**src/hdl/blb_pkg.sv**
```systemverilog
// constants and types for the byte lane access and memory clock divider glue
// Behaviour
// - memory or usb register access in word mode touches all 16 bits
// - high byte mode register access touches only the upper byte
// - low byte mode register access touches only the lower byte
// - word mode on a 16-bit external bus gives one 16-bit access
// - word mode on an 8-bit external bus gives two 8-bit accesses
// - high byte mode, 16-bit bus: one access, upper lane only
// - low byte mode, 16-bit bus: one access, lower lane only
// - either byte mode on an 8-bit bus gives one 8-bit access
// - memory lane select acts only on external memory and its registers
// - usb lane select acts only on usb register accesses
// - lane select field is bits 1-0; value 3 reserved; upper bits read 0
// - full rate select 1, the reset value, runs memory at system rate
// - full rate select 0 runs memory at half rate
// - selected rate governs asynchronous and sdram timing alike
// - full rate select is bit 0 of divider register; others read 0
package blb_pkg;
    localparam logic [15:0] ADDR_CLK_DIV = 16'h1C26;
    localparam logic [15:0] ADDR_LANE_CTRL = 16'h1C33;
    localparam logic [15:0] ADDR_USB_CTRL = 16'h1C32;
    localparam int LANE_SEL_LSB = 0;
    localparam int FULL_RATE_BIT = 0;
    localparam logic [1:0] LANE_RESET = 2'h0;
    localparam logic FULL_RATE_RESET = 1'b1;
    localparam logic [1:0] LANE_WORD = 2'h0;
    localparam logic [1:0] LANE_HIGH = 2'h1;
    localparam logic [1:0] LANE_LOW = 2'h2;
    localparam logic BUS_WIDTH_8 = 1'b0;
    typedef enum logic [1:0] {BLB_IDLE, BLB_FIRST, BLB_SECOND} blb_state_e;
endpackage : blb_pkg

```
**src/hdl/blb_byte_lane.sv**
```systemverilog
// cpu byte lane masking toward memory interface and usb, plus rate enable
//
// Added by the designer: the address-and-strobe port.
`timescale 1ns/1ps
`default_nettype none
module blb_byte_lane (
    // clock, reset, clock enable
    input wire logic clk,
    input wire logic rst,
    input wire logic ce,
    // register port
    input wire logic [15:0] reg_addr,
    input wire logic [15:0] reg_wdata,
    input wire logic reg_wr,
    input wire logic reg_rd,
    output logic [15:0] reg_rdata,
    // cpu access classification and data
    input wire logic cpu_req,
    input wire logic cpu_we,
    input wire logic cpu_to_mem,
    input wire logic cpu_to_memreg,
    input wire logic cpu_to_usbreg,
    input wire logic [15:0] cpu_wdata,
    output logic cpu_busy,
    // external bus width strap, 0 = 8-bit, 1 = 16-bit
    input wire logic ext_bus_width_select,
    // memory side access request
    output logic mem_req,
    output logic mem_we,
    output logic [1:0] mem_lane_en,
    output logic [15:0] mem_wdata,
    output logic mem_second_half,
    // register byte enables toward memory interface and usb
    output logic [1:0] memreg_be,
    output logic [1:0] usbreg_be,
    // memory interface clock enable
    output logic ext_clk_en
);
    logic [1:0] byte_lane_select;
    logic [1:0] usb_lane_select;
    logic ext_clock_full_rate_select;
    logic half_phase;
    logic [1:0] lane_eff;
    logic [1:0] usb_eff;
    logic [15:0] held_wdata;
    logic held_we;
    blb_pkg::blb_state_e state;
    blb_pkg::blb_state_e next_state;

    // reserved code 3 falls back to word mode, so nothing is undefined
    assign lane_eff = (byte_lane_select == blb_pkg::LANE_HIGH ||
                       byte_lane_select == blb_pkg::LANE_LOW)
                      ? byte_lane_select : blb_pkg::LANE_WORD;
    assign usb_eff = (usb_lane_select == blb_pkg::LANE_HIGH ||
                      usb_lane_select == blb_pkg::LANE_LOW)
                     ? usb_lane_select : blb_pkg::LANE_WORD;

    // register writes
    always_ff @(posedge clk or posedge rst) begin
        if (rst) begin
            byte_lane_select <= blb_pkg::LANE_RESET;
            usb_lane_select <= blb_pkg::LANE_RESET;
            ext_clock_full_rate_select <= blb_pkg::FULL_RATE_RESET;
        end else if (ce && reg_wr) begin
            if (reg_addr == blb_pkg::ADDR_LANE_CTRL) begin
                byte_lane_select <= reg_wdata[blb_pkg::LANE_SEL_LSB +: 2];
            end
            if (reg_addr == blb_pkg::ADDR_USB_CTRL) begin
                usb_lane_select <= reg_wdata[blb_pkg::LANE_SEL_LSB +: 2];
            end
            if (reg_addr == blb_pkg::ADDR_CLK_DIV) begin
                ext_clock_full_rate_select <=
                    reg_wdata[blb_pkg::FULL_RATE_BIT];
            end
        end
    end

    // read data one cycle after the strobe; reserved bits read zero
    always_ff @(posedge clk or posedge rst) begin
        if (rst) begin
            reg_rdata <= 16'h0000;
        end else if (ce) begin
            reg_rdata <= 16'h0000;
            if (reg_rd) begin
                unique case (reg_addr)
                    blb_pkg::ADDR_LANE_CTRL:
                        reg_rdata <= {14'h0000, byte_lane_select};
                    blb_pkg::ADDR_USB_CTRL:
                        reg_rdata <= {14'h0000, usb_lane_select};
                    blb_pkg::ADDR_CLK_DIV:
                        reg_rdata <=
                            {15'h0000, ext_clock_full_rate_select};
                    default: reg_rdata <= 16'h0000;
                endcase
            end
        end
    end

    // rate enable stays in the system domain, avoiding a derived clock
    always_ff @(posedge clk or posedge rst) begin
        if (rst) begin
            half_phase <= 1'b0;
        end else if (ce) begin
            half_phase <= ~half_phase;
        end
    end
    // one enable drives async and sdram timing in the memory interface
    assign ext_clk_en = ce &&
        (ext_clock_full_rate_select || half_phase);

    // register byte enables: only the classified target sees masking
    always_comb begin
        memreg_be = 2'b00;
        usbreg_be = 2'b00;
        if (cpu_req && cpu_to_memreg) begin
            unique case (lane_eff)
                blb_pkg::LANE_HIGH: memreg_be = 2'b10;
                blb_pkg::LANE_LOW: memreg_be = 2'b01;
                default: memreg_be = 2'b11;
            endcase
        end
        if (cpu_req && cpu_to_usbreg) begin
            unique case (usb_eff)
                blb_pkg::LANE_HIGH: usbreg_be = 2'b10;
                blb_pkg::LANE_LOW: usbreg_be = 2'b01;
                default: usbreg_be = 2'b11;
            endcase
        end
    end

    // split sequencer: the cpu is held while the second half is pending
    always_comb begin
        next_state = state;
        unique case (state)
            blb_pkg::BLB_IDLE: begin
                if (cpu_req && cpu_to_mem) begin
                    next_state = blb_pkg::BLB_FIRST;
                end
            end
            blb_pkg::BLB_FIRST: begin
                if (ext_bus_width_select == blb_pkg::BUS_WIDTH_8 &&
                    lane_eff == blb_pkg::LANE_WORD) begin
                    next_state = blb_pkg::BLB_SECOND;
                end else begin
                    next_state = blb_pkg::BLB_IDLE;
                end
            end
            blb_pkg::BLB_SECOND: next_state = blb_pkg::BLB_IDLE;
            default: next_state = blb_pkg::BLB_IDLE;
        endcase
    end

    // sequencer state
    always_ff @(posedge clk or posedge rst) begin
        if (rst) begin
            state <= blb_pkg::BLB_IDLE;
        end else if (ce) begin
            state <= next_state;
        end
    end

    // capture the cpu word at acceptance
    always_ff @(posedge clk or posedge rst) begin
        if (rst) begin
            held_wdata <= 16'h0000;
            held_we <= 1'b0;
        end else if (ce && state == blb_pkg::BLB_IDLE &&
                     cpu_req && cpu_to_mem) begin
            held_wdata <= cpu_wdata;
            held_we <= cpu_we;
        end
    end

    // memory request outputs come from flip-flops
    always_ff @(posedge clk or posedge rst) begin
        if (rst) begin
            mem_req <= 1'b0;
            mem_we <= 1'b0;
            mem_lane_en <= 2'b00;
            mem_wdata <= 16'h0000;
            mem_second_half <= 1'b0;
        end else if (ce) begin
            mem_req <= 1'b0;
            mem_second_half <= 1'b0;
            mem_lane_en <= 2'b00;
            if (state == blb_pkg::BLB_IDLE && cpu_req && cpu_to_mem) begin
                mem_req <= 1'b1;
                mem_we <= cpu_we;
                if (ext_bus_width_select == blb_pkg::BUS_WIDTH_8) begin
                    // 8-bit bus: the byte always travels on lane 0
                    mem_lane_en <= 2'b01;
                    mem_wdata <= (lane_eff == blb_pkg::LANE_HIGH)
                                 ? {8'h00, cpu_wdata[15:8]}
                                 : {8'h00, cpu_wdata[7:0]};
                end else begin
                    unique case (lane_eff)
                        blb_pkg::LANE_HIGH: begin
                            mem_lane_en <= 2'b10;
                            mem_wdata <= {cpu_wdata[15:8], 8'h00};
                        end
                        blb_pkg::LANE_LOW: begin
                            mem_lane_en <= 2'b01;
                            mem_wdata <= {8'h00, cpu_wdata[7:0]};
                        end
                        default: begin
                            mem_lane_en <= 2'b11;
                            mem_wdata <= cpu_wdata;
                        end
                    endcase
                end
            end else if (next_state == blb_pkg::BLB_SECOND) begin
                mem_req <= 1'b1;
                mem_we <= held_we;
                mem_lane_en <= 2'b01;
                mem_second_half <= 1'b1;
                mem_wdata <= {8'h00, held_wdata[15:8]};
            end
        end
    end

    assign cpu_busy = (state != blb_pkg::BLB_IDLE);

    // sequencer, lane, byte enable and rate checks
    a_split_two_beats: assert property (@(posedge clk) disable iff (rst)
        (ce && mem_req && !mem_second_half && mem_lane_en == 2'b01 &&
         state == blb_pkg::BLB_FIRST && next_state == blb_pkg::BLB_SECOND)
        |=> (mem_req && mem_second_half))
        else $error("word access on 8-bit bus not split");
    a_high_lane_only: assert property (@(posedge clk) disable iff (rst)
        (ce && state == blb_pkg::BLB_IDLE && cpu_req && cpu_to_mem &&
         ext_bus_width_select && lane_eff == blb_pkg::LANE_HIGH)
        |=> (mem_lane_en == 2'b10))
        else $error("high byte lane not selected");
    a_usb_word_be: assert property (@(posedge clk) disable iff (rst)
        (cpu_req && cpu_to_usbreg && usb_eff == blb_pkg::LANE_WORD)
        |-> usbreg_be == 2'b11)
        else $error("usb word access masked");
    a_memreg_isolated: assert property (@(posedge clk) disable iff (rst)
        (!cpu_to_memreg) |-> memreg_be == 2'b00)
        else $error("memory register enable without target");
    a_half_rate_en: assert property (@(posedge clk) disable iff (rst)
        (ce && $past(ce) && !ext_clock_full_rate_select &&
         !$past(ext_clock_full_rate_select) && ext_clk_en)
        |=> (!ext_clk_en || ext_clock_full_rate_select))
        else $error("half rate enable not alternating");
    a_full_rate_en: assert property (@(posedge clk) disable iff (rst)
        (ce && ext_clock_full_rate_select) |-> ext_clk_en)
        else $error("full rate enable dropped");
    a_reserved_word: assert property (@(posedge clk) disable iff (rst)
        (cpu_req && cpu_to_memreg && byte_lane_select == 2'h3)
        |-> memreg_be == 2'b11)
        else $error("reserved code not word");
    a_single_beat: assert property (@(posedge clk) disable iff (rst)
        (ce && state == blb_pkg::BLB_FIRST && lane_eff != blb_pkg::LANE_WORD)
        |=> state == blb_pkg::BLB_IDLE)
        else $error("byte mode produced extra beat");

    // register enables follow the raw field, so a broken decode shows here
    a_high_reg_be: assert property (@(posedge clk) disable iff (rst)
        (cpu_req && cpu_to_memreg &&
         byte_lane_select == blb_pkg::LANE_HIGH) |-> memreg_be == 2'b10)
        else $error("high byte register enable wrong");
    a_low_reg_be: assert property (@(posedge clk) disable iff (rst)
        (cpu_req && cpu_to_usbreg &&
         usb_lane_select == blb_pkg::LANE_LOW) |-> usbreg_be == 2'b01)
        else $error("low byte usb register enable wrong");
    a_low_memreg_be: assert property (@(posedge clk) disable iff (rst)
        (cpu_req && cpu_to_memreg &&
         byte_lane_select == blb_pkg::LANE_LOW) |-> memreg_be == 2'b01)
        else $error("low byte memory register enable wrong");
    a_usbreg_isolated: assert property (@(posedge clk) disable iff (rst)
        (!cpu_to_usbreg) |-> usbreg_be == 2'b00)
        else $error("usb register enable without target");

    // memory beats one cycle after acceptance; ce is in the antecedent
    // because a low enable freezes the outputs and would hold the beat
    a_word_one_beat: assert property (@(posedge clk) disable iff (rst)
        (ce && state == blb_pkg::BLB_IDLE && cpu_req && cpu_to_mem &&
         ext_bus_width_select && byte_lane_select == blb_pkg::LANE_WORD)
        |=> (mem_req && mem_lane_en == 2'b11 && !mem_second_half))
        else $error("word access on 16-bit bus not one full beat");
    a_low_lane_only: assert property (@(posedge clk) disable iff (rst)
        (ce && state == blb_pkg::BLB_IDLE && cpu_req && cpu_to_mem &&
         ext_bus_width_select && byte_lane_select == blb_pkg::LANE_LOW)
        |=> (mem_lane_en == 2'b01 && mem_wdata[15:8] == 8'h00))
        else $error("low byte lane not selected");
    a_byte_narrow_bus: assert property (@(posedge clk) disable iff (rst)
        (ce && state == blb_pkg::BLB_IDLE && cpu_req && cpu_to_mem &&
         !ext_bus_width_select && lane_eff != blb_pkg::LANE_WORD)
        |=> (mem_req && mem_lane_en == 2'b01 && !mem_second_half))
        else $error("byte access on 8-bit bus not one low beat");
    a_no_stray_beat: assert property (@(posedge clk) disable iff (rst)
        (ce && state == blb_pkg::BLB_IDLE && !(cpu_req && cpu_to_mem))
        |=> !mem_req)
        else $error("memory beat without memory access");

    // register read data: reserved bits always read zero
    a_rdata_reserved: assert property (@(posedge clk) disable iff (rst)
        reg_rdata[15:2] == 14'h0000)
        else $error("reserved read data bits set");
    a_div_read_bit: assert property (@(posedge clk) disable iff (rst)
        ($past(ce) && $past(reg_rd) &&
         $past(reg_addr) == blb_pkg::ADDR_CLK_DIV)
        |-> reg_rdata[15:1] == 15'h0000)
        else $error("divider reserved bits read back set");

    // the half rate phase toggles on every enabled cycle
    a_phase_toggle: assert property (@(posedge clk) disable iff (rst)
        ce |=> half_phase != $past(half_phase))
        else $error("half rate phase stuck");
endmodule : blb_byte_lane
`default_nettype wire

```
**config.mk**
```make
export PLATFORM = sky130hd
export DESIGN_NAME = blb_byte_lane
export DESIGN_NICKNAME = d
export VERILOG_FILES = /design/src/hdl/blb_pkg.sv /design/src/hdl/blb_byte_lane.sv
export SDC_FILE = /design/constraint.sdc
export NUM_CORES = 1
export LEC_CHECK = 0
export ABC_AREA = 1
export BUFFER_PORTS_ARGS = -buffer_cell sky130_fd_sc_hd__buf_2
export CORE_MARGIN = 2
export CORE_UTILIZATION = 50
export DETAILED_ROUTE_END_ITERATION = 8
export PLACE_DENSITY = 0.86
export RECOVER_POWER = 25
export SETUP_SLACK_MARGIN = 0.15
export SKIP_CTS_REPAIR_TIMING = 1
export SLEW_MARGIN = 20
export SYNTH_ARGS = -nofsm -noshare
export SYNTH_HDL_FRONTEND = slang
export SYNTH_SLANG_ARGS = --single-unit
```
**constraint.sdc**
```tcl
create_clock -name clk -period 3.94 [get_ports clk]
set_input_delay 0.394 -clock clk [delete_from_list [all_inputs] [get_ports clk]]
set_output_delay 0.394 -clock clk [all_outputs]
set_load 0.03 [all_outputs]
```
==> load_flow_metrics.sql, run 1 <==
INSERT INTO impl_metrics (metric_group, metric, value, unit) VALUES
('logic_synthesis', 'mean_syn_cell_area', '7.71', 'sq um'),
('global_routing', 'grt_total_usage', '0.206', ''),
('timing', 'hold_viol_final', '0', ''),
('logic_synthesis', 'syn_inst', '292', ''),
('place', 'placedInstanceArea', '2550', 'sq um'),
('drt', 'detail_route.wirelength', '4920', 'um'),
('logic_synthesis', 'yosys_register_bits', '40', ''),
('place', 'dp_worst_setup_slack', '1.64', 'ns'),
('timing', 'rsz0062_at_grt', 'false', ''),
('critical_path', 'worstPathMaxFanout', '20', ''),
('clock_tree', 'tritoncts', 'yes', ''),
('floorplanning', 'start_util', '0.517', ''),
('critical_path', 'crit-reg2reg-launch', 'state[1]', ''),
('finish', 'proportion_of_layout_cells_with_a_drive_suffix_above_1', '0.253', ''),
('place', 'port-buffer-count', '73', ''),
('floorplanning', 'core-area', '4350', 'sq um'),
('critical_path', 'cp_cell_sequence', 'inv_2 -> nand2_2 -> nor2_2 -> nand2_1 -> o31ai_1', ''),
('floorplanning', 'boundaryPins', '102', ''),
('drt', 'dr_wl_met3', '271', 'um'),
('global_routing', 'globalRouteOverflowTotal', '0', ''),
('global_routing', 'maximum_number_of_pins_on_one_net_before_global_route_repair', '41', ''),
('timing', 'maxSlewViolCount', '41', ''),
('clock_tree', 'clock_pin_slew_reported_for_the_worst_setup_and_hold_paths_after_clock_tree_synthesis', '0.07', 'ns'),
('finish', 'insertedDiodeCount', '0', ''),
('clock_tree', 'worst_skew_pair.late_latency', '0.28', 'ns'),
('clock_tree', 'cts_max_level', '2', ''),
('floorplanning', 'placement_rows', '24', ''),
('outcome', 'run_status', 'finished, violations left', ''),
('drt', 'drt_drc_violations_left', '0', ''),
('timing', 'min_period', '2.29', 'ns'),
('clock_tree', 'clock_tree.buffer_depth', '2', ''),
('critical_path', 'worstSetupStartpointType', 'flop', ''),
('place', 'dp_hpwl', '3720', 'um'),
('clock_tree', 'clock_sink_count', '40', ''),
('critical_path', 'worstSetupPathType', 'reg -> reg', ''),
('global_routing', 'grt_pass1_vias', '2017', ''),
('timing', 'setup_viol_count_final', '0', ''),
('job', 'cap_violations', '1', ''),
('drt', 'detailed_route_wirelength_on_metal2', '2390', 'um'),
('timing', 'final_critical_path_setup_slack', '1.65', 'ns'),
('outcome', 'failed_checks', 'max-capacitance violations, max-slew violations', ''),
('floorplanning', 'floorplan.die.width', '71.1', 'um'),
('drt', 'routed-via-count', '2070', ''),
('place', 'routabilityCongestion', '0.815', ''),
('logic_synthesis', 'ys_warn_count', '0', ''),
('critical_path', 'ff2ff_setup_slack', '1.65', 'ns'),
('clock_tree', 'number_of_clock_buffers_inserted_by_tritoncts', '5', ''),
('critical_path', 'worst_ep_arrival_time', '2.46', 'ns'),
('pwr', 'power_per_standard_cell_area', '412', 'nW/um^2'),
('timing', 'worst_slew_margin_rel', '-0.355', ''),
('floorplanning', 'chipHeight', '71.1', 'um'),
('min_path', 'whs_endpoint', 'held_we', ''),
('logic_synthesis', 'netlist_area', '2250', 'sq um'),
('global_routing', 'grt_antenna_before_repair', '0', ''),
('drt', 'detail_route.wl_per_cell', '11.9', 'um'),
('min_path', 'worstHoldPathType', 'in -> reg', ''),
('min_path', 'min_delay_path_depth', '3', ''),
('finish', 'num-nets-final', '422', ''),
('drt', 'antenna_violating_nets_post_route', '0', ''),
('drt', 'dr.max_layer_used', 'met4', ''),
('pwr', 'ir_drop_worst_vdd', '0.000188', 'V'),
('floorplanning', 'area_of_the_die', '5050', 'sq um'),
('min_path', 'hold_start', 'cpu_we', ''),
('drt', 'wl_met1', '2200', 'um'),
('finish', 'instances_no_fill', '412', ''),
('timing', 'worst_slew_pin_slew', '2.03', 'ns'),
('critical_path', 'crit-reg2reg-capture', 'mem_lane_en[1]', ''),
('finish', 'syn2layout_area_growth', '16.8', '%'),
('clock_tree', 'clock-root-buffer', 'sky130_fd_sc_hd__clkbuf_8', ''),
('timing', 'layout_worst_path_cycle_share', '0.580', ''),
('drt', 'via_per_inst', '5.02', '');
==> flip-flops by register name, summed over array words and instances, names as in the netlist <==
register and cells:
state 2, mem_req 1, mem_wdata 16, mem_lane_en 2, mem_we 1, half_phase 1
ext_clock_full_rate_select 1, usb_lane_select 2, byte_lane_select 2, reg_rdata 2, held_wdata 8, mem_second_half 1
held_we 1
==> power breakdown <==
part | total (mW) | switching, mW | internal, mW | leakage, nW
Sequential | 0.514 | 0.0362 | 0.478 | 0.522
Combinational | 0.315 | 0.222 | 0.0932 | 0.918
Clock | 0.253 | 0.133 | 0.120 | 0.0400
Total | 1.08 | 0.391 | 0.691 | 1.48
==> metal layers <==
metal  vias up  global-route usage
met3         6              0.0299
met1       952               0.282
li1       1044                   -
met4         0              0.0671
met5         -                   0
met2        68               0.339
==> cells by family after synthesis <==
kind of cell | synth area share
compound gates | 0.107
xor+xnor | 0.00389
flops | 0.445
buf+inv | 0.137
other cells | 0.00167
simple gates | 0.288
fa+ha+maj | 0.0167
==> Yosys cell counts <==
cell type / count / area share
sky130_fd_sc_hd__nand2_2: 1 / 0.0028
sky130_fd_sc_hd__nand2_4: 1 / 0.0050
sky130_fd_sc_hd__o31ai_1: 1 / 0.0033
sky130_fd_sc_hd__inv_1: 26 / 0.043
sky130_fd_sc_hd__o21a_1: 1 / 0.0033
sky130_fd_sc_hd__clkinv_8: 1 / 0.0072
sky130_fd_sc_hd__o211ai_2: 1 / 0.0056
sky130_fd_sc_hd__clkbuf_1: 5 / 0.0083
sky130_fd_sc_hd__inv_4: 1 / 0.0028
sky130_fd_sc_hd__buf_4: 16 / 0.053
sky130_fd_sc_hd__a21oi_1: 9 / 0.020
sky130_fd_sc_hd__ha_1: 3 / 0.017
sky130_fd_sc_hd__nor3_1: 10 / 0.022
sky130_fd_sc_hd__buf_6: 1 / 0.0050
sky130_fd_sc_hd__buf_12: 1 / 0.0089
sky130_fd_sc_hd__o211ai_1: 7 / 0.023
sky130_fd_sc_hd__nand4_1: 1 / 0.0028
sky130_fd_sc_hd__nand3_1: 29 / 0.064
sky130_fd_sc_hd__o21ai_0: 22 / 0.049
sky130_fd_sc_hd__conb_1: 1 / 0.0017
sky130_fd_sc_hd__buf_2: 3 / 0.0067
sky130_fd_sc_hd__a31oi_1: 1 / 0.0028
sky130_fd_sc_hd__nand2_1: 86 / 0.14
sky130_fd_sc_hd__dfrtp_1: 39 / 0.43
sky130_fd_sc_hd__nand2_8: 1 / 0.0089
sky130_fd_sc_hd__nor2_2: 1 / 0.0028
sky130_fd_sc_hd__inv_2: 1 / 0.0017
sky130_fd_sc_hd__nor2_1: 18 / 0.030
sky130_fd_sc_hd__dfstp_2: 1 / 0.012
sky130_fd_sc_hd__or2_2: 2 / 0.0056
sky130_fd_sc_hd__xor2_1: 1 / 0.0039
==> per-stage QoR <==
stage                     utilization  hold WS [ns]  total power, mW
after floorplan                     -         0.439            0.756
after global placement          0.586         0.455            0.828
after detailed placement        0.586         0.459            0.840
after CTS                       0.605         0.241             1.09
after global routing            0.604         0.331             1.15
final                           0.604         0.337             1.08
==> layout by cell type, fill, tap and decap left out, drive strengths merged <==
master,Yosys,routed
nand2,89,89
or2,2,2
conb,1,14
nand4,1,1
clkinv,1,2
clkbuf,5,6
ha,3,3
inv,28,28
o21a,1,1
a31oi,1,1
o211ai,8,8
clkinvlp,0,1
o21ai,22,22
nand3,29,29
dfrtp,39,39
a21oi,9,9
dfstp,1,1
buf,21,73
xor2,1,1
nor2,19,19
o31ai,1,1
nor3,10,10
==> layout make-up <==
type / instances / area (sq um)
clock buffer: 5 / 68.8
clock inverter: 2 / 12.5
fill: 399 / 1720
inverter: 29 / 124
multi-input combinational: 210 / 988
sequential: 40 / 1000
tap: 52 / 65.1
timing repair buffer: 74 / 369
==> worst max-delay path by stage <==
| stage | from | slack, ns | to |
|---|---|---|---|
| 2_1_floorplan | byte_lane_select[1] | 1.91 | memreg_be[0] |
| 3_3_place_gp | cpu_req | 1.68 | mem_lane_en[1] |
| 3_5_place_dp | cpu_req | 1.64 | mem_lane_en[1] |
| 4_1_cts | state[1] | 1.70 | mem_lane_en[1] |
| 5_1_grt | rst | 1.42 | mem_wdata[10] |
| 6_report | state[1] | 1.65 | mem_lane_en[1] |
==> worst max-delay path: cells and delay by family (launching register included) <==
family,cells,cell delay [ns]
and+or+nand+nor,3,1.34
DFF,1,0.39
AOI/OAI and AO/OA,1,0.38
buffers and inverters,1,0.08
Power figures use the tool's default switching activity.
==> run 2, diff against run 1 <==
- CORE_UTILIZATION: 50 -> 47
- PLACE_DENSITY: 0.86 -> 0.82
- clock period: 3.94 -> 2.4 ns (I/O delays scaled with it)
==> load_flow_metrics.sql, run 2 (synthesized netlist as in run 1, its figures left out) <==
INSERT INTO impl_metrics (metric_group, metric, value, unit) VALUES
('finish', 'insertedDiodeCount', '0', ''),
('finish', 'proportion_of_layout_cells_with_a_drive_suffix_above_1', '0.257', ''),
('place', 'dp_hpwl', '3700', 'um'),
('drt', 'detail_route.wirelength', '5020', 'um'),
('finish', 'syn2layout_area_growth', '17.9', '%'),
('place', 'routabilityCongestion', '0.807', ''),
('finish', 'multiInputGateArea', '988', 'sq um'),
('finish', 'reg_top3', 'mem_wdata (16), held_wdata (8)', ''),
('drt', 'routed-via-count', '2090', ''),
('global_routing', 'grt_first_pass_wirelength', '7880', 'um'),
('floorplanning', 'area_of_the_die', '5360', 'sq um'),
('finish', 'registers.top_by_ff_count', 'mem_wdata', ''),
('critical_path', 'ff2ff_setup_slack', '0.62', 'ns'),
('clock_tree', 'clock_sink_count', '40', ''),
('clock_tree', 'worst_skew_pair.late_latency', '0.28', 'ns'),
('timing', 'final_critical_path_setup_slack', '0.474', 'ns'),
('outcome', 'run_status', 'finished, final reports clean', ''),
('drt', 'dr_wl_met3', '336', 'um'),
('global_routing', 'maximum_number_of_pins_on_one_net_before_global_route_repair', '41', ''),
('finish', 'num-nets-final', '423', ''),
('critical_path', 'worstPathRequired', '2.16', 'ns'),
('clock_tree', 'number_of_clock_buffers_inserted_by_tritoncts', '5', ''),
('timing', 'min_period', '1.93', 'ns'),
('timing', 'sum_neg_setup_slack', '0', 'ns'),
('finish', 'fillers', '434', ''),
('finish', 'layout.cells.most_common', 'sky130_fd_sc_hd__nand2_1', ''),
('critical_path', 'worstSetupPathType', 'reg -> out', ''),
('floorplanning', 'boundaryPins', '102', ''),
('critical_path', 'worstPathMaxFanout', '19', ''),
('clock_tree', 'cts_max_level', '2', ''),
('floorplanning', 'chipHeight', '73.2', 'um'),
('clock_tree', 'clock-root-buffer', 'sky130_fd_sc_hd__clkbuf_8', ''),
('timing', 'maxSlewViolCount', '0', ''),
('finish', 'instances_no_fill', '416', ''),
('place', 'numPlacedInstances', '408', ''),
('drt', 'drt_drc_violations_left', '0', ''),
('timing', 'final.setup_skew', '0.00358', 'ns'),
('finish', 'ff_latch_area', '1000', 'sq um'),
('drt', 'wl_met1', '2260', 'um'),
('timing', 'rsz0062_at_grt', 'false', ''),
('finish', 'fin_util', '0.569', ''),
('pwr', 'p_leak', '1.49', 'nW'),
('critical_path', 'worst_ep_arrival_time', '1.69', 'ns'),
('place', 'dp_worst_setup_slack', '0.679', 'ns'),
('job', 'cap_violations', '0', ''),
('floorplanning', 'start_util', '0.483', ''),
('pwr', 'power_per_standard_cell_area', '684', 'nW/um^2'),
('timing', 'hold_viol_final', '0', ''),
('global_routing', 'globalRouteOverflowTotal', '0', ''),
('critical_path', 'worstSetupStartpointType', 'flop', ''),
('min_path', 'worstHoldPathType', 'in -> reg', ''),
('clock_tree', 'clock_pin_slew_reported_for_the_worst_setup_and_hold_paths_after_clock_tree_synthesis', '0.07', 'ns'),
('drt', 'detail_route.first_pass.iterations', '4', ''),
('timing', 'worst_slew_pin_slew', '0.963', 'ns'),
('drt', 'antenna_violating_nets_post_route', '0', ''),
('clock_tree', 'clock_tree.buffer_depth', '2', ''),
('pwr', 'ir_drop_worst_vdd', '0.000405', 'V'),
('floorplanning', 'floorplan.die.width', '73.2', 'um'),
('drt', 'dr.max_layer_used', 'met4', ''),
('timing', 'worst_slew_margin_rel', '0.358', ''),
('timing', 'setup_viol_count_final', '0', ''),
('drt', 'initial_drt_markers', '155', ''),
('timing', 'timing_limited_maximum_frequency', '519', 'MHz'),
('global_routing', 'grt_pass1_vias', '1781', ''),
('floorplanning', 'placement_rows', '25', ''),
('clock_tree', 'tritoncts', 'yes', ''),
('floorplanning', 'core-area', '4660', 'sq um'),
('finish', 'mostFrequentLayoutCells', 'sky130_fd_sc_hd__nand2_1 (86), sky130_fd_sc_hd__buf_2 (73), sky130_fd_sc_hd__dfrtp_1 (39)', ''),
('drt', 'via_per_inst', '5.02', ''),
('place', 'port-buffer-count', '73', ''),
('finish', 'largest_register_ff_count', '16', ''),
('global_routing', 'grt_antenna_before_repair', '0', ''),
('critical_path', 'cp-end-kind', 'primary output', ''),
('drt', 'detailed_route_wirelength_on_metal2', '2310', 'um'),
('global_routing', 'grt_total_usage', '0.189', ''),
('drt', 'detail_route.wl_per_cell', '12.1', 'um'),
('timing', 'layout_worst_path_cycle_share', '0.803', '');
[run 2: layout make-up]
| class | count | share of cell area |
|---|---|---|
| Clock buffer | 7 | 0.0325 |
| Clock inverter | 1 | 0.00283 |
| Inverter | 29 | 0.0467 |
| Multi-Input combinational cell | 210 | 0.372 |
| Sequential cell | 40 | 0.378 |
| Tap cell | 54 | 0.0255 |
| Timing Repair Buffer | 75 | 0.142 |
[run 2: worst max-delay path: stages, from the launching register on]
cell	delay, ns
sky130_fd_sc_hd__dfrtp_1	0.43
sky130_fd_sc_hd__inv_1	0.08
sky130_fd_sc_hd__ha_1	0.56
sky130_fd_sc_hd__nor3_1	0.13
sky130_fd_sc_hd__buf_2	0.21
[run 2: final timing paths]
| path | startpoint | endpoint | depth (start not counted) |
|---|---|---|---|
| setup / recovery | byte_lane_select[1] | memreg_be[0] | 4 |
| hold / removal | cpu_we | held_we | 3 |
| setup reg to reg | byte_lane_select[1] | mem_wdata[9] | 6 |
| hold reg to reg | mem_wdata[7] | mem_wdata[7] | 2 |
| max in group asynchronous | rst | usb_lane_select[1] | 3 |
| min in group asynchronous | rst | mem_second_half | 3 |
[run 2: report_power, final]
part           switching (mW)  leakage, nW  internal (mW)
clock network           0.222       0.0445          0.233
registers              0.0580        0.522          0.785
logic                   0.362        0.927          0.155
[run 2: through the flow]
stage / hold WS (ns) / power [mW] / instance area (sq um)
floorplan: 0.350 / 1.24 / 2300
global placement: 0.385 / 1.36 / 2560
CTS: 0.0792 / 1.83 / 2660
detailed placement: 0.384 / 1.38 / 2560
finish: 0.175 / 1.82 / 2650
global route: 0.174 / 1.92 / 2650
[run 2: routing by layer]
metal | track usage | up-vias
met1 | 0.264 | 941
met3 | 0.0414 | 10
met5 | 0 | -
li1 | - | 1048
met2 | 0.293 | 91
met4 | 0.0576 | 0
